$ cat config.mk
export PLATFORM = sky130hd
export DESIGN_NAME = mrf_formatter
export DESIGN_NICKNAME = d
export VERILOG_FILES = /design/src/rtl/mrf_pkg.sv /design/src/rtl/mrf_formatter.sv
export SDC_FILE = /design/constraint.sdc
export NUM_CORES = 1
export LEC_CHECK = 0
export ABC_CLOCK_PERIOD_IN_PS = 7800
export BUFFER_PORTS_ARGS = -buffer_cell sky130_fd_sc_hd__buf_2
export CAP_MARGIN = 20
export CORE_ASPECT_RATIO = 2
export CORE_UTILIZATION = 55
export DETAILED_ROUTE_END_ITERATION = 6
export GPL_TIMING_DRIVEN = 0
export PLACE_DENSITY = 0.82
export SLEW_MARGIN = 10
export SYNTH_ARGS = -nofsm -noshare
export SYNTH_HDL_FRONTEND = slang
export SYNTH_SLANG_ARGS = --single-unit
$ cat constraint.sdc
create_clock -name CLK -period 7.8 [get_ports CLK]
set_clock_uncertainty 0.15 [all_clocks]
set_input_delay 1.56 -clock CLK [delete_from_list [all_inputs] [get_ports CLK]]
set_output_delay 1.56 -clock CLK [all_outputs]
set_load 0.02 [all_outputs]
$ cat src/rtl/mrf_pkg.sv
package mrf_pkg;

  // ----------------------------------------------------------------
  // Modes and record carrier
  // ----------------------------------------------------------------
  typedef enum logic [1:0] {
    LAYOUT_SEL = 2'h0,
    DEFAULT_LAYOUT_ONE = 2'h1,
    DEFAULT_LAYOUT_TWO = 2'h2
  } mrf_layout_t;

  typedef enum logic [2:0] {
    ST_NORMAL = 3'h0,
    ST_OVERRANGE = 3'h1,
    ST_OVERFLOW = 3'h2,
    ST_PEAK = 3'h3,
    ST_NODATA = 3'h4
  } mrf_state_t;

  typedef enum logic [1:0] {
    PH_NONE = 2'h0,
    PH_LAG = 2'h1,
    PH_LEAD = 2'h2
  } mrf_phase_t;

  typedef enum logic [1:0] {
    EXP_MILLI = 2'h0,
    EXP_UNIT = 2'h1,
    EXP_KILO = 2'h2,
    EXP_MEGA = 2'h3
  } mrf_exp_t;

  typedef struct packed {
    logic harmonic;
    logic [23:0] dtype;
    logic [2:0] element;
    mrf_state_t state;
    mrf_phase_t phase;
    logic [5:0] order;
    logic negative;
    logic [55:0] mantissa;
    mrf_exp_t expo;
  } mrf_rec_t;

  // ----------------------------------------------------------------
  // Record geometry and line structure
  // ----------------------------------------------------------------
  localparam logic [4:0] HDR_LEN_MEAS = 5'h06;
  localparam logic [4:0] HDR_LEN_HARM = 5'h08;
  localparam logic [4:0] DATA_LEN = 5'h0b;
  localparam logic [5:0] MAX_HARM_ORDER = 6'h32;
  localparam logic [3:0] SEL_SLOTS = 4'h8;
  localparam logic [3:0] SEL_END_LINE = 4'hb;
  localparam logic [3:0] D1_END_LINE = 4'h6;
  localparam logic [3:0] D2I_END_LINE = 4'ha;
  localparam logic [3:0] D2N_END_LINE = 4'h6;
  localparam logic [3:0] SEL_MOTOR_LINE = 4'ha;
  localparam logic [3:0] SEL_INTEG_LAST = 4'h8;
  localparam logic [3:0] D2I_FREQ_LINE = 4'h9;

  // ----------------------------------------------------------------
  // Type codes the formatter must recognise (ASCII)
  // ----------------------------------------------------------------
  localparam logic [23:0] EFFICIENCY_TYPE = 24'h456666;
  localparam logic [23:0] MOTOR_EFFICIENCY_TYPE = 24'h4d4566;
  localparam logic [23:0] TOTAL_EFFICIENCY_TYPE = 24'h544566;
  localparam logic [23:0] ELAPSED_INTEG_TIME_TYPE = 24'h484d20;
  localparam logic [23:0] PHASE_ANGLE_TYPE = 24'h444547;
  localparam logic [23:0] HARMONIC_VOLTAGE_PHASE_TYPE = 24'h444756;
  localparam logic [23:0] HARMONIC_CURRENT_PHASE_TYPE = 24'h444741;

  // ----------------------------------------------------------------
  // Characters and fixed strings
  // ----------------------------------------------------------------
  localparam logic [7:0] CH_SPACE = 8'h20;
  localparam logic [7:0] CH_COMMA = 8'h2c;
  localparam logic [7:0] CH_MINUS = 8'h2d;
  localparam logic [7:0] CH_COLON = 8'h3a;
  localparam logic [7:0] CH_PERCENT = 8'h25;
  localparam logic [7:0] CH_ZERO = 8'h30;
  localparam logic [7:0] CH_NINE = 8'h39;
  localparam logic [7:0] CH_CR = 8'h0d;
  localparam logic [7:0] CH_LF = 8'h0a;
  localparam logic [7:0] CH_N = 8'h4e;
  localparam logic [7:0] CH_I = 8'h49;
  localparam logic [7:0] CH_O = 8'h4f;
  localparam logic [7:0] CH_P = 8'h50;
  localparam logic [7:0] CH_E = 8'h45;
  localparam logic [7:0] CH_G = 8'h47;
  localparam logic [7:0] CH_D = 8'h44;
  localparam logic [23:0] END_WORD = 24'h454e44;
  localparam logic [87:0] OVR_DATA = 88'h20393939393939_2e452b33;
  localparam logic [23:0] EXP_M3 = 24'h452d33;
  localparam logic [23:0] EXP_P0 = 24'h452b30;
  localparam logic [23:0] EXP_P3 = 24'h452b33;
  localparam logic [23:0] EXP_P6 = 24'h452b36;

endpackage : mrf_pkg

$ cat src/rtl/mrf_formatter.sv
`timescale 1ns/1ps

// What this block does
// - Measured records are a six-byte header plus eleven data bytes.
// - Header bytes one to three carry the three-character type code.
// - Header byte four is element 1..3, 4 for sum, or space.
// - Header byte five is the state: N, I, O, P or E.
// - Byte six is G/D/space for phase angle, else space.
// - Data byte one is sign; bytes two to eight the mantissa.
// - Data bytes nine to eleven are E-3, E+0, E+3 or E+6.
// - Efficiency types put percent then two spaces instead of exponent.
// - No-data records copy the overrange pattern with state E.
// - Elapsed time record is hhh:mm:ss in data bytes one to nine.
// - Manual block has eleven lines with END; empty lines are omitted.
// - Disabled items are skipped and later items close up.
// - Manual lines 3,4 need four-wire; 2,4,6,8 integration; 10 motor.
// - First default: V,A,W lines per element and sum, frequency, END.
// - Second default with integration: power, energy lines, freq 9, END 10.
// - Second default without integration: PF lines, freq 5, END 6.
// - Harmonic records are an eight-byte header plus eleven data bytes.
// - Harmonic header bytes one to three carry the quantity type.
// - Harmonic element is 1..3, 4 for totals, space for motor.
// - Harmonic order is 01..50 within the maximum, higher orders skipped; order 0 gives spaces.
// - Harmonic byte eight is lag/lead only for phase types at order 01.
module mrf_formatter (
  input wire logic CLK,
  input wire logic NRST,
  input wire logic START,
  input wire mrf_pkg::mrf_layout_t LAYOUT,
  input wire logic THREE_WIRE,
  input wire logic INTEGRATION_OPTION,
  input wire logic MOTOR_OPTION,
  input wire logic TERM_CRLF,
  input wire logic [5:0] MAX_ORDER,
  input wire logic [79:0] SEL_EN,
  output logic REQ_VALID,
  output logic [3:0] REQ_LINE,
  output logic [3:0] REQ_SLOT,
  input wire logic REC_VALID,
  input wire mrf_pkg::mrf_rec_t REC,
  output logic OUT_VALID,
  output logic [7:0] OUT_DATA,
  input wire logic OUT_READY,
  output logic BUSY,
  output logic DONE
);

  typedef enum logic [2:0] {
    S_IDLE = 3'h0,
    S_LINE = 3'h1,
    S_SLOT = 3'h2,
    S_REQ = 3'h3,
    S_BYTE = 3'h4,
    S_TERM = 3'h5,
    S_END = 3'h6
  } mrf_fsm_t;

  // ----------------------------------------------------------------
  // Layout tables
  // ----------------------------------------------------------------
  // Decides whether a line of the chosen layout is sent at all
  function automatic logic line_on(mrf_pkg::mrf_layout_t lay,
    logic [3:0] ln, logic three, logic integ, logic motor, logic any);
    logic r;
    r = 1'b1;
    case (lay)
      mrf_pkg::LAYOUT_SEL: begin
        r = any;
        if (three && (ln == 4'h3 || ln == 4'h4)) r = 1'b0;
        if (!integ && !ln[0] && ln <= mrf_pkg::SEL_INTEG_LAST) r = 1'b0;
        if (!motor && ln == mrf_pkg::SEL_MOTOR_LINE) r = 1'b0;
      end
      mrf_pkg::DEFAULT_LAYOUT_ONE: r = !(three && ln == 4'h2);
      mrf_pkg::DEFAULT_LAYOUT_TWO: begin
        if (integ) r = !(three && (ln == 4'h3 || ln == 4'h4));
        else r = !(three && ln == 4'h2);
      end
      default: r = 1'b0;
    endcase
    return r;
  endfunction : line_on

  // Number of item slots on a line
  function automatic logic [3:0] slot_count(mrf_pkg::mrf_layout_t lay,
    logic integ, logic [3:0] ln);
    logic [3:0] n;
    n = 4'h1;
    case (lay)
      mrf_pkg::LAYOUT_SEL: n = mrf_pkg::SEL_SLOTS;
      mrf_pkg::DEFAULT_LAYOUT_ONE: n = (ln <= 4'h4) ? 4'h3 : 4'h1;
      mrf_pkg::DEFAULT_LAYOUT_TWO: begin
        if (integ)
          n = (ln[0] || ln == mrf_pkg::D2I_FREQ_LINE) ? 4'h1 : 4'h7;
        else if (ln <= 4'h3) n = 4'h4;
        else n = (ln == 4'h4) ? 4'h2 : 4'h1;
      end
      default: n = 4'h0;
    endcase
    return n;
  endfunction : slot_count

  // Line number that carries END
  function automatic logic [3:0] end_line(mrf_pkg::mrf_layout_t lay,
    logic integ);
    logic [3:0] n;
    case (lay)
      mrf_pkg::DEFAULT_LAYOUT_ONE: n = mrf_pkg::D1_END_LINE;
      mrf_pkg::DEFAULT_LAYOUT_TWO:
        n = integ ? mrf_pkg::D2I_END_LINE : mrf_pkg::D2N_END_LINE;
      default: n = mrf_pkg::SEL_END_LINE;
    endcase
    return n;
  endfunction : end_line

  // ----------------------------------------------------------------
  // Record byte generator
  // ----------------------------------------------------------------
  function automatic logic [4:0] hdr_len(mrf_pkg::mrf_rec_t r);
    return r.harmonic ? mrf_pkg::HDR_LEN_HARM : mrf_pkg::HDR_LEN_MEAS;
  endfunction : hdr_len

  function automatic logic [7:0] mant_char(mrf_pkg::mrf_rec_t r,
    logic [4:0] k);
    return r.mantissa[8 * (7 - k) +: 8];
  endfunction : mant_char

  // Position 0 is the separating comma, 1.. the record itself
  function automatic logic [7:0] rec_byte(mrf_pkg::mrf_rec_t r,
    logic [4:0] pos);
    logic [4:0] hl;
    logic [4:0] d;
    logic [5:0] tens;
    logic [5:0] ones;
    logic [7:0] b;
    logic [7:0] ph;
    logic [23:0] ex;
    logic pct;
    logic dg;
    hl = hdr_len(r);
    d = pos - hl;
    tens = r.order / 6'h0a;
    ones = r.order % 6'h0a;
    pct = r.dtype == mrf_pkg::EFFICIENCY_TYPE
      || r.dtype == mrf_pkg::MOTOR_EFFICIENCY_TYPE
      || r.dtype == mrf_pkg::TOTAL_EFFICIENCY_TYPE;
    dg = r.dtype == mrf_pkg::HARMONIC_VOLTAGE_PHASE_TYPE
      || r.dtype == mrf_pkg::HARMONIC_CURRENT_PHASE_TYPE;
    ph = (r.phase == mrf_pkg::PH_LAG) ? mrf_pkg::CH_G
      : (r.phase == mrf_pkg::PH_LEAD) ? mrf_pkg::CH_D : mrf_pkg::CH_SPACE;
    case (r.expo)
      mrf_pkg::EXP_MILLI: ex = mrf_pkg::EXP_M3;
      mrf_pkg::EXP_UNIT: ex = mrf_pkg::EXP_P0;
      mrf_pkg::EXP_KILO: ex = mrf_pkg::EXP_P3;
      default: ex = mrf_pkg::EXP_P6;
    endcase
    b = mrf_pkg::CH_SPACE;
    if (pos == 5'h00) begin
      b = mrf_pkg::CH_COMMA;
    end else if (pos <= 5'h03) begin
      b = r.dtype[8 * (3 - pos) +: 8];
    end else if (pos == 5'h04) begin
      if (r.element != 3'h0)
        b = mrf_pkg::CH_ZERO + {5'h00, r.element};
    end else if (pos == 5'h05) begin
      case (r.state)
        mrf_pkg::ST_NORMAL: b = mrf_pkg::CH_N;
        mrf_pkg::ST_OVERRANGE: b = mrf_pkg::CH_I;
        mrf_pkg::ST_OVERFLOW: b = mrf_pkg::CH_O;
        mrf_pkg::ST_PEAK: b = mrf_pkg::CH_P;
        default: b = mrf_pkg::CH_E;
      endcase
    end else if (pos <= hl) begin
      if (!r.harmonic) begin
        if (r.dtype == mrf_pkg::PHASE_ANGLE_TYPE) b = ph;
      end else if (r.order != 6'h00 && pos == 5'h06) begin
        b = mrf_pkg::CH_ZERO + {4'h0, tens[3:0]};
      end else if (r.order != 6'h00 && pos == 5'h07) begin
        b = mrf_pkg::CH_ZERO + {4'h0, ones[3:0]};
      end else if (pos == 5'h08 && dg && r.order == 6'h01) begin
        b = ph;
      end
    end else if (!r.harmonic
        && r.dtype == mrf_pkg::ELAPSED_INTEG_TIME_TYPE) begin
      // Hours, minutes, seconds as hhh:mm:ss, tail padded
      case (d)
        5'h01, 5'h02, 5'h03: b = mant_char(r, d);
        5'h04, 5'h07: b = mrf_pkg::CH_COLON;
        5'h05, 5'h06: b = mant_char(r, d - 5'h01);
        5'h08, 5'h09: b = mant_char(r, d - 5'h02);
        default: b = mrf_pkg::CH_SPACE;
      endcase
    end else if (r.state == mrf_pkg::ST_OVERRANGE
        || r.state == mrf_pkg::ST_NODATA) begin
      b = mrf_pkg::OVR_DATA[8 * (11 - d) +: 8];
    end else if (d == 5'h01) begin
      b = r.negative ? mrf_pkg::CH_MINUS : mrf_pkg::CH_SPACE;
    end else if (d <= 5'h08) begin
      b = mant_char(r, d - 5'h01);
    end else if (pct) begin
      b = (d == 5'h09) ? mrf_pkg::CH_PERCENT : mrf_pkg::CH_SPACE;
    end else begin
      b = ex[8 * (11 - d) +: 8];
    end
    return b;
  endfunction : rec_byte

  // ----------------------------------------------------------------
  // State and configuration
  // ----------------------------------------------------------------
  mrf_fsm_t state_reg, state_next;
  mrf_pkg::mrf_layout_t layout_reg, layout_next;
  mrf_pkg::mrf_rec_t rec_reg, rec_next;
  logic [3:0] line_reg, line_next;
  logic [3:0] slot_reg, slot_next;
  logic [4:0] idx_reg, idx_next;
  logic first_reg, first_next;
  logic end_reg, end_next;
  logic three_reg, three_next;
  logic integ_reg, integ_next;
  logic motor_reg, motor_next;
  logic crlf_reg, crlf_next;
  logic [5:0] maxord_reg, maxord_next;
  logic req_reg, busy_reg, done_reg;
  logic out_v_reg, skid_v_reg;
  logic [7:0] out_d_reg, skid_d_reg;

  // Table lookups for the current line and slot
  wire [6:0] sel_idx = {line_reg - 4'h1, slot_reg[2:0]};
  wire sel_any = |SEL_EN[{line_reg - 4'h1, 3'h0} +: 8];
  wire cur_line_on = line_on(layout_reg, line_reg, three_reg, integ_reg,
    motor_reg, sel_any);
  wire [3:0] cur_slots = slot_count(layout_reg, integ_reg, line_reg);
  wire [3:0] cur_end = end_line(layout_reg, integ_reg);
  wire slot_en = (layout_reg != mrf_pkg::LAYOUT_SEL) || SEL_EN[sel_idx];
  wire [4:0] last_pos = hdr_len(rec_reg) + mrf_pkg::DATA_LEN;
  // Orders past the hard limit or the set maximum are never sent
  wire rec_skip = REC.harmonic && (REC.order > mrf_pkg::MAX_HARM_ORDER
    || REC.order > maxord_reg);
  wire [4:0] term_first = crlf_reg ? 5'h00 : 5'h01;

  // Byte source selection and push into the buffer
  wire buf_ready = !skid_v_reg;
  wire push_valid = state_reg == S_BYTE || state_reg == S_END
    || state_reg == S_TERM;
  wire push = push_valid && buf_ready;
  wire [7:0] term_byte = (idx_reg == 5'h00) ? mrf_pkg::CH_CR : mrf_pkg::CH_LF;
  wire [7:0] end_byte = mrf_pkg::END_WORD[8 * (2 - idx_reg) +: 8];
  wire [7:0] push_byte = (state_reg == S_TERM) ? term_byte
    : (state_reg == S_END) ? end_byte : rec_byte(rec_reg, idx_reg);

  // ----------------------------------------------------------------
  // Block walker
  // ----------------------------------------------------------------
  // Config other than SEL_EN is latched at START so a mid-block change of it cannot tear a block
  always_comb begin
    state_next = state_reg;
    layout_next = layout_reg;
    rec_next = rec_reg;
    line_next = line_reg;
    slot_next = slot_reg;
    idx_next = idx_reg;
    first_next = first_reg;
    end_next = end_reg;
    three_next = three_reg;
    integ_next = integ_reg;
    motor_next = motor_reg;
    crlf_next = crlf_reg;
    maxord_next = maxord_reg;
    case (state_reg)
      S_IDLE: begin
        if (START) begin
          layout_next = LAYOUT;
          three_next = THREE_WIRE;
          integ_next = INTEGRATION_OPTION;
          motor_next = MOTOR_OPTION;
          crlf_next = TERM_CRLF;
          maxord_next = MAX_ORDER;
          line_next = 4'h1;
          end_next = 1'b0;
          state_next = S_LINE;
        end
      end
      S_LINE: begin
        if (line_reg == cur_end) begin
          idx_next = 5'h00;
          state_next = S_END;
        end else if (cur_line_on) begin
          slot_next = 4'h0;
          first_next = 1'b1;
          state_next = S_SLOT;
        end else begin
          line_next = line_reg + 4'h1;
        end
      end
      S_SLOT: begin
        if (slot_reg == cur_slots) begin
          idx_next = term_first;
          state_next = S_TERM;
        end else if (slot_en) begin
          state_next = S_REQ;
        end else begin
          slot_next = slot_reg + 4'h1;
        end
      end
      S_REQ: begin
        if (REC_VALID) begin
          rec_next = REC;
          if (rec_skip) begin
            slot_next = slot_reg + 4'h1;
            state_next = S_SLOT;
          end else begin
            // Comma only before items after the first sent one
            idx_next = first_reg ? 5'h01 : 5'h00;
            state_next = S_BYTE;
          end
        end
      end
      S_BYTE: begin
        if (push) begin
          if (idx_reg == last_pos) begin
            first_next = 1'b0;
            slot_next = slot_reg + 4'h1;
            state_next = S_SLOT;
          end else begin
            idx_next = idx_reg + 5'h01;
          end
        end
      end
      S_END: begin
        if (push) begin
          if (idx_reg == 5'h02) begin
            end_next = 1'b1;
            idx_next = term_first;
            state_next = S_TERM;
          end else begin
            idx_next = idx_reg + 5'h01;
          end
        end
      end
      S_TERM: begin
        if (push) begin
          if (idx_reg == 5'h01) begin
            line_next = line_reg + 4'h1;
            state_next = end_reg ? S_IDLE : S_LINE;
          end else begin
            idx_next = idx_reg + 5'h01;
          end
        end
      end
      default: state_next = S_IDLE;
    endcase
  end

  // Walker registers
  always_ff @(posedge CLK) begin
    if (!NRST) begin
      state_reg <= S_IDLE;
      layout_reg <= mrf_pkg::LAYOUT_SEL;
      rec_reg <= '0;
      line_reg <= 4'h1;
      slot_reg <= 4'h0;
      idx_reg <= 5'h00;
      first_reg <= 1'b1;
      end_reg <= 1'b0;
      three_reg <= 1'b0;
      integ_reg <= 1'b0;
      motor_reg <= 1'b0;
      crlf_reg <= 1'b0;
      maxord_reg <= 6'h00;
      req_reg <= 1'b0;
      busy_reg <= 1'b0;
      done_reg <= 1'b0;
    end else begin
      state_reg <= state_next;
      layout_reg <= layout_next;
      rec_reg <= rec_next;
      line_reg <= line_next;
      slot_reg <= slot_next;
      idx_reg <= idx_next;
      first_reg <= first_next;
      end_reg <= end_next;
      three_reg <= three_next;
      integ_reg <= integ_next;
      motor_reg <= motor_next;
      crlf_reg <= crlf_next;
      maxord_reg <= maxord_next;
      req_reg <= state_next == S_REQ;
      busy_reg <= state_next != S_IDLE;
      done_reg <= state_reg == S_TERM && state_next == S_IDLE;
    end
  end

  // ----------------------------------------------------------------
  // Two-entry output buffer
  // ----------------------------------------------------------------
  // The skid entry catches the byte pushed while the receiver stalls
  always_ff @(posedge CLK) begin
    if (!NRST) begin
      out_v_reg <= 1'b0;
      out_d_reg <= 8'h00;
      skid_v_reg <= 1'b0;
      skid_d_reg <= 8'h00;
    end else if (OUT_READY || !out_v_reg) begin
      out_v_reg <= skid_v_reg || push;
      out_d_reg <= skid_v_reg ? skid_d_reg : push_byte;
      skid_v_reg <= 1'b0;
    end else if (push) begin
      skid_v_reg <= 1'b1;
      skid_d_reg <= push_byte;
    end
  end

  assign REQ_VALID = req_reg;
  assign REQ_LINE = line_reg;
  assign REQ_SLOT = slot_reg;
  assign OUT_VALID = out_v_reg;
  assign OUT_DATA = out_d_reg;
  assign BUSY = busy_reg;
  assign DONE = done_reg;

  wire rec_push = push && state_reg == S_BYTE;
  wire [4:0] hl_cur = hdr_len(rec_reg);
endmodule : mrf_formatter

==> After elaboration in Yosys (flattened, before gate mapping) <==
Cells that the tools add are included.
{ "op_classes": {"add_sub_neg": 17, "div_mod_pow": 2, "order_cmp": 9, "n_eq_ne": 68, "n_shift": 8, "muxes": 95, "bitwise": 2, "reduce_logical": 62} }
{ "ops": {"columns": ["operator", "count"], "rows": [
  ["$eq A24 B23 Y1 const B", 7],
  ["$shiftx A56 B33 Y8", 3],
  ["$mux W8", 14],
  ["$shiftx A88 B33 Y8 const A", 1],
  ["$shiftx A80 B8 Y8", 1],
  ["$shiftx A24 B33 Y8", 2],
  ["$mux W4", 16],
  ["$mux W3", 18],
  ["$mux W5", 10],
  ["$mux W7", 7],
  ["$eq A5 B3 Y1 const B", 8],
  ["$ne A2 B2 Y1 const B", 18],
  ["$pmux W11 S3", 1],
  ["$shiftx A24 B33 Y8 const A", 1],
  ["$pmux W8 S4", 1],
  ["$pmux W5 S6", 1],
  ["$pmux W4 S3", 2],
  ["$pmux W3 S7", 1],
  ["$pmux W5 S4", 1],
  ["$sub A3 B5 Y6 const A", 3],
  ["$pmux W4 S4", 1],
  ["$eq A3 B2 Y1 const B", 5],
  ["$eq A5 B2 Y1 const B", 3],
  ["$eq A5 B4 Y1 const B", 3],
  ["other kinds (60)", 135]
]} }
{ "totals": {"regBits": 149, "inputBits": 195, "out_inout_bits": 20, "wordCells": 291} }

==> Logic depth before layout (Yosys ltp) <==
Gate-level depths: netlist (run 1).
{ "depth": {"word_depth": 17, "mapped_depth": 19, "depth_no_buf": 15} }

==> Least setup slack after synthesis (run 1) <==
No wires, ideal clock.
{ "synth_timing": {"path_type": "register to register", "from": "register idx_reg[1]", "to": "register out_d_reg[7] (netlist: OUT_DATA[7])", "setup_ns": 0.101, "t_arrival_ns": 4.475, "required_ns": 7.549, "path_slack_ns": 3.074, "stages_incl_launch_ff": 19, "n_path_buf": 3, "period_less_slack_ns": 4.726, "cell_sequence": "dfxtp_1 -> buf_1 -> inv_1 -> ha_1 -> fa_1 -> xor2_1 -> inv_1 -> ha_1 -> and3_1 -> and3_1 -> clkbuf_1 -> nor3_1 -> buf_2 -> o22a_1 -> mux4_2 -> nor2_1 -> o41ai_1 -> o2111ai_1 -> o41ai_1"} }
{ "synth_between": {"elab_chain_len": 16} }
{ "synth_lines": {"columns": ["item", "line_no", "text"], "rows": [
  ["start, declared", "mrf_formatter.sv:215", "logic [4:0] idx_reg, idx_next;"],
  ["start signal, assigned", "mrf_formatter.sv:379", "idx_reg <= idx_next;"],
  ["$sub A5 B4 Y5", "mrf_formatter.sv:140", "d = pos - hl;"],
  ["$sub A5 B1 Y5 or $sub A4 B5 Y6 (tied branches)", null, null],
  ["$sub A3 B5 Y6 or $shiftx A24 B33 Y8 (tied branches)", "mrf_formatter.sv:124, mrf_formatter.sv:202", null],
  ["$shiftx A56 B33 Y8 or $mux W8 (tied branches)", "mrf_formatter.sv:124, mrf_formatter.sv:199", null],
  ["$mux W8", "mrf_formatter.sv:197", "end else if (d <= 5'h08) begin"],
  ["$mux W8", "mrf_formatter.sv:195", "end else if (d == 5'h01) begin"],
  ["$mux W8", "mrf_formatter.sv:192", "end else if (r.state == mrf_pkg::ST_OVERRANGE"],
  ["$mux W8", "mrf_formatter.sv:182", "end else if (!r.harmonic"],
  ["$mux W8", "mrf_formatter.sv:172", "end else if (pos <= hl) begin"],
  ["$mux W8", "mrf_formatter.sv:164", "end else if (pos == 5'h05) begin"],
  ["$mux W8", "mrf_formatter.sv:161", "end else if (pos == 5'h04) begin"],
  ["$mux W8", "mrf_formatter.sv:159", "end else if (pos <= 5'h03) begin"],
  ["$mux W8", "mrf_formatter.sv:157", "if (pos == 5'h00) begin"],
  ["$mux W8 *", "mrf_formatter.sv:249", ": (state_reg == S_END) ? end_byte : rec_byte(rec_reg, idx_reg);"],
  ["$mux W8 *", "mrf_formatter.sv:248", "wire [7:0] push_byte = (state_reg == S_TERM) ? term_byte"],
  ["$mux W8 *", "mrf_formatter.sv:405", "out_d_reg <= skid_v_reg ? skid_d_reg : push_byte;"],
  ["end signal, assigned", "mrf_formatter.sv:405", null],
  ["end, declared", "mrf_formatter.sv:225", "logic [7:0] out_d_reg, skid_d_reg;"]
]} }
Every way passes the cells marked *; elsewhere a longest branch is shown, timed or not.
A chain may end at the register's enable or synchronous reset.

==> Worst setup path in the final report (run 1) <==
{ "layout_timing": {"from": "register idx_reg[1]", "to": "register out_d_reg[2] (netlist: OUT_DATA[2])"} }
{ "layout_between": {"elab_chain_len": 16} }
{ "layout_lines": {"columns": ["item", "line_no", "text"], "rows": [
  ["$sub A5 B4 Y5", "mrf_formatter.sv:140", null],
  ["$sub A5 B1 Y5, or another cell as far along", "mrf_formatter.sv:188, mrf_formatter.sv:198", null],
  ["$sub A3 B5 Y6, or another cell as far along", "mrf_formatter.sv:124", "return r.mantissa[8 * (7 - k) +: 8];"],
  ["$shiftx A56 B33 Y8 or $mux W8 (tied branches)", "mrf_formatter.sv:124, mrf_formatter.sv:199", null],
  ["$mux W8", "mrf_formatter.sv:197", null],
  ["$mux W8", "mrf_formatter.sv:195", null],
  ["$mux W8", "mrf_formatter.sv:192", null],
  ["$mux W8", "mrf_formatter.sv:182", null],
  ["$mux W8", "mrf_formatter.sv:172", null],
  ["$mux W8", "mrf_formatter.sv:164", null],
  ["$mux W8", "mrf_formatter.sv:161", null],
  ["$mux W8", "mrf_formatter.sv:159", null],
  ["$mux W8", "mrf_formatter.sv:157", null],
  ["$mux W8", "mrf_formatter.sv:249", null],
  ["$mux W8 *", "mrf_formatter.sv:248", null],
  ["$mux W8 *", "mrf_formatter.sv:405", null]
]} }
Marks and branches as above.

==> results of run 1 <==
[cells by family after synthesis]
| family | after synthesis | synth area share [%] |
|---|---|---|
| muxes | 71 | 10.7 |
| DFF | 149 | 27.0 |
| AOI/OAI and AO/OA | 416 | 23.8 |
| xor gates and xnor gates | 18 | 1.67 |
| buffers and inverters | 137 | 4.80 |
| adders and majority gates | 46 | 5.27 |
| and+or+nand+nor | 627 | 26.9 |
[cells in the final DEF, fill, tap and decap left out, drive strengths merged, types with 36 or more instances in the layout]
cell type / n
mux4: 36
clkbuf: 95
a21oi: 181
dfxtp: 149
nand2: 306
ha: 45
buf: 240
nor2: 81
o21ai: 64
nand3: 43
inv: 47
[power groups by stage]
stage | Sequential (mW) | Combinational [mW] | Clock [mW]
global placement | 0.876 | 0.848 | 0
floorplan | 0.873 | 0.565 | 0
global route | 0.869 | 1.01 | 0.890
CTS | 0.861 | 0.867 | 0.858
detailed placement | 0.878 | 0.862 | 0
finish | 0.867 | 0.935 | 0.861
[cell usage after synthesis, types with 11 or more instances]
| library cell | count | share of area (%) |
|---|---|---|
| a21oi_1 | 180 | 8.1 |
| a31oi_1 | 17 | 0.96 |
| and3_1 | 16 | 0.90 |
| buf_1 | 14 | 0.47 |
| clkbuf_1 | 75 | 2.5 |
| dfxtp_1 | 149 | 27 |
| ha_1 | 45 | 5.1 |
| inv_1 | 38 | 1.3 |
| mux2i_1 | 26 | 2.4 |
| mux4_2 | 34 | 6.9 |
| nand2_1 | 306 | 10 |
| nand2b_1 | 14 | 0.79 |
| nand3_1 | 43 | 1.9 |
| nand4_1 | 11 | 0.62 |
| nor2_1 | 81 | 2.7 |
| nor2b_1 | 18 | 1.0 |
| nor3_1 | 30 | 1.4 |
| nor4_1 | 31 | 1.8 |
| o211ai_1 | 19 | 1.3 |
| o21a_1 | 11 | 0.75 |
| o21ai_0 | 63 | 2.8 |
| or3_1 | 14 | 0.79 |
[metrics by stage]
stage | power [mW] | utilization (%) | worst slack, ps | area [sq um] | cells
3_3_place_gp | 1.72 | 62.9 | 963 | 12500 | 1940
3_5_place_dp | 1.74 | 62.9 | 931 | 12500 | 1941
4_1_cts | 2.59 | 66.0 | 910 | 13100 | 1973
2_1_floorplan | 1.44 | - | 3070 | 11100 | 1464
5_1_grt | 2.77 | 66.2 | 418 | 13100 | 1980
6_report | 2.66 | 66.2 | 661 | 13100 | 1982
[path summary, 6_finish.rpt]
path                                     to  slack (ps)  cells past startpoint
worst max-delay path            OUT_DATA[2]         660                     18
worst min-delay path            rec_reg[66]         300                      2
worst max register to register  OUT_DATA[2]         660                     18
worst min register to register  rec_reg[66]         300                      2
[cell type report]
type,count,area (sq um),share of cell area (%)
multi-input combinational,1178,7560,57.6
sequential,149,2980,22.7
timing repair buffer,220,1110,8.46
clock buffer,19,443,3.37
buffer,96,378,2.88
tap,262,328,2.50
clock inverter,13,163,1.24
inverter,41,154,1.17
antenna,4,10.0,0.0763
[routing by layer]
metal  routed length (um)  share of wire [%]  track usage (%)  vias to the layer above
met1                14800                 29             44.5                     6027
met5                    9              0.017            0.513                        -
met3                 5150                 10             22.9                      448
met4                 7570                 15             57.1                        2
met2                24100                 47             83.4                      853
li1                     -                  -                -                     5873
[worst min-delay path: cells and delay by family, from the launching register on]
kind | cells | cell delay [ps]
DFF | 1 | 310
and+or+nand+nor | 1 | 50
AOI/OAI and AO/OA | 1 | 50
==> results.yml, run 1 <==
outcome:
  outcome: "finished with violations"
  violations: "DRC"
floorplanning:
  io_pins: 215
  coreArea_sq_um: 19800
  rows: 73
  die_area_sq_um: 20700
  start_util_pct: 55.8
  die_x_um: 102
  chipHeight_um: 203
critical_path:
  cp-end-kind: "flop"
  r2r-start: "idx_reg[1]"
  critPathRequiredTime_ps: 7960
  cp_top_family: "buffers and inverters"
  crit_path_top_delay_cell: "xor2_1"
  crit_arrival_ps: 7300
  cp_max_fo: 10
  crit_start: "idx_reg[1]"
  worstSetupPathType: "flop to flop"
  max_stage_delay_ps: 660
  timing.critical_path.buf_inv: 5
  crit_path_start_kind: "flop"
  path_cells: "buf_1, inv_1, ha_1, fa_1, xor2_1, inv_1, ha_1, and3_1, nand3_1, a31oi_1, nor2_1, clkbuf_1, nor3b_1, o21ai_0, a31oi_1, o21ai_0, buf_2, a311oi_1"
grt:
  grt_overflow: 0
  grt_max_degree: 17
  grt_pass1_wl_mm: 79.6
  grt_pass1_vias: 13408
  grt_use_total_pct: 52.1
  antenna_found_initial: 3
clock_tree:
  ctsHtreeMaxLevel: 4
  clk_pin_slew_worst_paths_ps: 70
  cts_buffer_depth: 2
  clk_latency_ps: 470
  cts_root_buf: "clkbuf_16"
  numCtsBuffers: 17
  post-cts-setup-buffer-count: 0
  ctsHoldBuffers: 0
  post_cts_resized: 0
  cts_tree: "built"
  clock_sinks: 149
sta:
  max_freq_ghz: 0.140
  slew_viol_final: 0
  finalHoldViolations: 0
  tns_ps: 0
  worst_slew_pin_slew_ps: 1100
  finalSetupViolCount: 0
  post-route-period-util_pct: 91.5
  slew_headroom_pct: 25.6
  hold-worst-slack_ps: 304
  rsz0062_at_grt: "false"
  min_period_ps: 7140
cells_and_area:
  syn_to_final_growth_pct: 18.6
  largest_reg_flops: 98
  nNetsFinal: 1944
  nFillCells: 1784
  layout-drive-gt1-share_pct: 18.7
synthesis:
  ys_seq_area_share_pct: 27.0
  synth_nets: 1705
  syn_area_per_cell_sq_um: 7.56
  netlist_instances: 1464
  ys_warn_count: 0
  synth_flop_cell: "dfxtp_1"
  synth_edf_count: 0
  ys_async_sr_fraction_pct: 0
  mappedNetlistArea_sq_um: 11100
  synth_seq_cells: 149
  yosysUniqueCellTypes: 85
detailed_routing:
  drt_wl_total_mm: 51.6
  drt_pass1_iterations: 7
  wl_per_cell_um: 26.0
  post_drt_via_cell_ratio: 6.66
  ant_nets: 0
  routed-via-count: 13203
  drcViolationCount: 39
  initialDrtViolationCount: 1158
pwr:
  power_switching_mw: 1.02
  p_int_mw: 1.64
  switching_share_pct: 38.2
  comb_power_share_pct: 35.1
  p_clk_share_pct: 32.3
  ir_drop_mv: 0.249
  pwr-share-seq_pct: 32.6
  power_density_nw_per_um2: 203
  p_leak_nw: 4.93
job:
  cap_violations: 0
placed_design:
  gp_congestion: 1.04
  dpl.hpwl_mm: 39.0
  io_buffers: 214
min_path:
  worstHoldStart: "rec_reg[66]"
  hold_path.class: "flop to flop"
(Power assumes the default switching activity.)
==> inputs of run 2 (changes only) <==
--- a/config.mk
+++ b/config.mk
@@ -5,14 +5,14 @@
 export SDC_FILE = /design/constraint.sdc
 export NUM_CORES = 1
 export LEC_CHECK = 0
-export ABC_CLOCK_PERIOD_IN_PS = 7800
+export ABC_CLOCK_PERIOD_IN_PS = 5700
 export BUFFER_PORTS_ARGS = -buffer_cell sky130_fd_sc_hd__buf_2
 export CAP_MARGIN = 20
 export CORE_ASPECT_RATIO = 2
-export CORE_UTILIZATION = 55
+export CORE_UTILIZATION = 51
 export DETAILED_ROUTE_END_ITERATION = 6
 export GPL_TIMING_DRIVEN = 0
-export PLACE_DENSITY = 0.82
+export PLACE_DENSITY = 0.8
 export SLEW_MARGIN = 10
 export SYNTH_ARGS = -nofsm -noshare
 export SYNTH_HDL_FRONTEND = slang
==> constraint.sdc (replaced) <==
create_clock -name CLK -period 5.7 [get_ports CLK]
set_clock_uncertainty 0.15 [all_clocks]
set_input_delay 1.14 -clock CLK [delete_from_list [all_inputs] [get_ports CLK]]
set_output_delay 1.14 -clock CLK [all_outputs]
set_load 0.02 [all_outputs]
==> run 2 against run 1 <==
Against the previous run: the flow still finishes with violations (DRC); wire length is 1.8% lower; non-clock buffer count shrank 5; largest power group unchanged; first-iteration DRC count is 17% lower; largest cell class unchanged; cell area grew 0.70%; via count shrank 1.4%; highest routed layer unchanged.
==> results.yml, run 2 (synthesized netlist as in run 1, its figures left out) <==
outcome:
  outcome: "finished with violations"
  violations: "DRC"
cells_and_area:
  syn_to_final_growth_pct: 19.4
  layout-drive-gt1-share_pct: 19.6
  final_cell_mix: "nand2_1, buf_2, a21oi_1, dfxtp_1, nor2_1"
  nNetsFinal: 1939
  final_common_cell: "nand2_1"
  largest_reg_flops: 98
grt:
  grt_overflow: 0
  grt_use_total_pct: 46.0
  met2_usage_pct: 81.7
  grt_use_met1_pct: 35.9
  antenna_found_initial: 5
  grt_pass1_vias: 13230
  grt_use_met3_pct: 15.3
  grt.busiest_layer: "met2"
  grt_max_degree: 19
  grt_pass1_wl_mm: 74.9
sta:
  finalHoldViolations: 0
  min_period_ps: 5570
  tns_ps: 0
  max_freq_ghz: 0.180
  post-route-period-util_pct: 97.7
  rsz0062_at_grt: "false"
  slew_headroom_pct: 31.2
  finalSetupViolCount: 0
  slew_viol_final: 0
  worst_slew_pin_slew_ps: 1020
  setup_ws_ps: 130
placed_design:
  io_buffers: 214
  gp_congestion: 1.05
  dpl.hpwl_mm: 39.5
  place_ws_ps: -1060
detailed_routing:
  drcViolationCount: 1
  post_drt_via_cell_ratio: 6.56
  routed-via-count: 13016
  drt_wl_total_mm: 50.6
  initialDrtViolationCount: 959
  wl_per_cell_um: 25.5
  ant_nets: 0
  drt_pass1_iterations: 7
clock_tree:
  clk_latency_ps: 460
  cts_tree: "built"
  cts_root_buf: "clkbuf_16"
  numCtsBuffers: 17
  clk_pin_slew_worst_paths_ps: 70
  cts_buffer_depth: 2
  clock_sinks: 149
  ctsHtreeMaxLevel: 4
critical_path:
  crit_arrival_ps: 5810
  critPathRequiredTime_ps: 5940
  cp_max_fo: 14
  max_stage_delay_ps: 670
  cpMostUsedCell: "clkbuf_1"
  crit_path_top_delay_cell: "clkbuf_1"
  path_cells: "buf_2, clkinv_2, clkbuf_1, clkbuf_2, ha_1, clkbuf_1, nand4b_1, or4_1, nor4_1, a21o_1, o221ai_1, a31o_2, a31oi_1, nor3_1, o21ai_1"
  worstSetupPathType: "flop to flop"
  crit_path_start_kind: "flop"
  cp-end-kind: "flop"
min_path:
  hold_path.class: "flop to flop"
pwr:
  power_density_nw_per_um2: 274
  ir_drop_mv: 0.205
  p_leak_nw: 4.96
  p_total_mw: 3.62
floorplanning:
  start_util_pct: 52.4
  rows: 75
  die_x_um: 106
  io_pins: 215
  chipHeight_um: 210
  die_area_sq_um: 22300
  coreArea_sq_um: 21100
job:
  cap_violations: 0
## run 2: worst paths after layout
| check | from | endpoint | slack (ps) | cells past startpoint |
|---|---|---|---|---|
| worst min register to register | maxord_reg[2] | maxord_reg[2] | 310 | 2 |
| worst min-delay path | maxord_reg[2] | maxord_reg[2] | 310 | 2 |
| worst max register to register | idx_reg[0] | OUT_DATA[0] | 130 | 15 |
| worst max-delay path | idx_reg[0] | OUT_DATA[0] | 130 | 15 |
## run 2: power by group
| group | switching, mW | leakage, nW | internal, mW | total, mW |
|---|---|---|---|---|
| Clock | 0.566 | 0.303 | 0.638 | 1.20 |
| Combinational | 0.769 | 3.45 | 0.468 | 1.24 |
| Sequential | 0.0758 | 1.21 | 1.11 | 1.18 |
| Total | 1.41 | 4.96 | 2.21 | 3.62 |
## run 2: area by class of cell
| class | count | area [sq um] |
|---|---|---|
| plain buffers | 95 | 383 |
| well taps | 269 | 337 |
| inverters | 41 | 155 |
| clock buffers | 17 | 425 |
| repair buffers | 216 | 1080 |
| diodes | 4 | 10.0 |
| fillers | 1970 | 7900 |
| clock inverters | 15 | 206 |
| flip-flops and latches | 149 | 2980 |
| multi-input cells | 1178 | 7630 |
## run 2: routing by layer
metal | share of wire, % | routed length, um
met4 | 13 | 6550
met3 | 8.0 | 4050
met5 | 0.053 | 27
met1 | 29 | 14600
met2 | 50 | 25400
## run 2: stage by stage
step / hold slack (ps) / util, % / instances / area, sq um
final: 315 / 62.6 / 1984 / 13200
after global routing: 329 / 62.6 / 1982 / 13200
after CTS: 317 / 62.4 / 1980 / 13200
after detailed placement: 298 / 59.1 / 1948 / 12500
after global placement: 295 / 59.1 / 1947 / 12500
after floorplan: 286 / - / 1464 / 11100
## run 2: what timing repair did
action | CTS | global route
pin swaps | 0 | 1
setup endpoints to repair | 16 | 10
hold buffers | 0 | 0
buffers inserted | 0 | 1
resized for setup | 13 | 10
## run 2: worst max-delay path, delay by kind of cell, from the launching register on
family | cells | cell delay (ps)
compound gates | 5 | 1130
fa+ha+maj | 1 | 230
buf+inv | 5 | 2190
flops | 1 | 440
simple gates | 4 | 1330
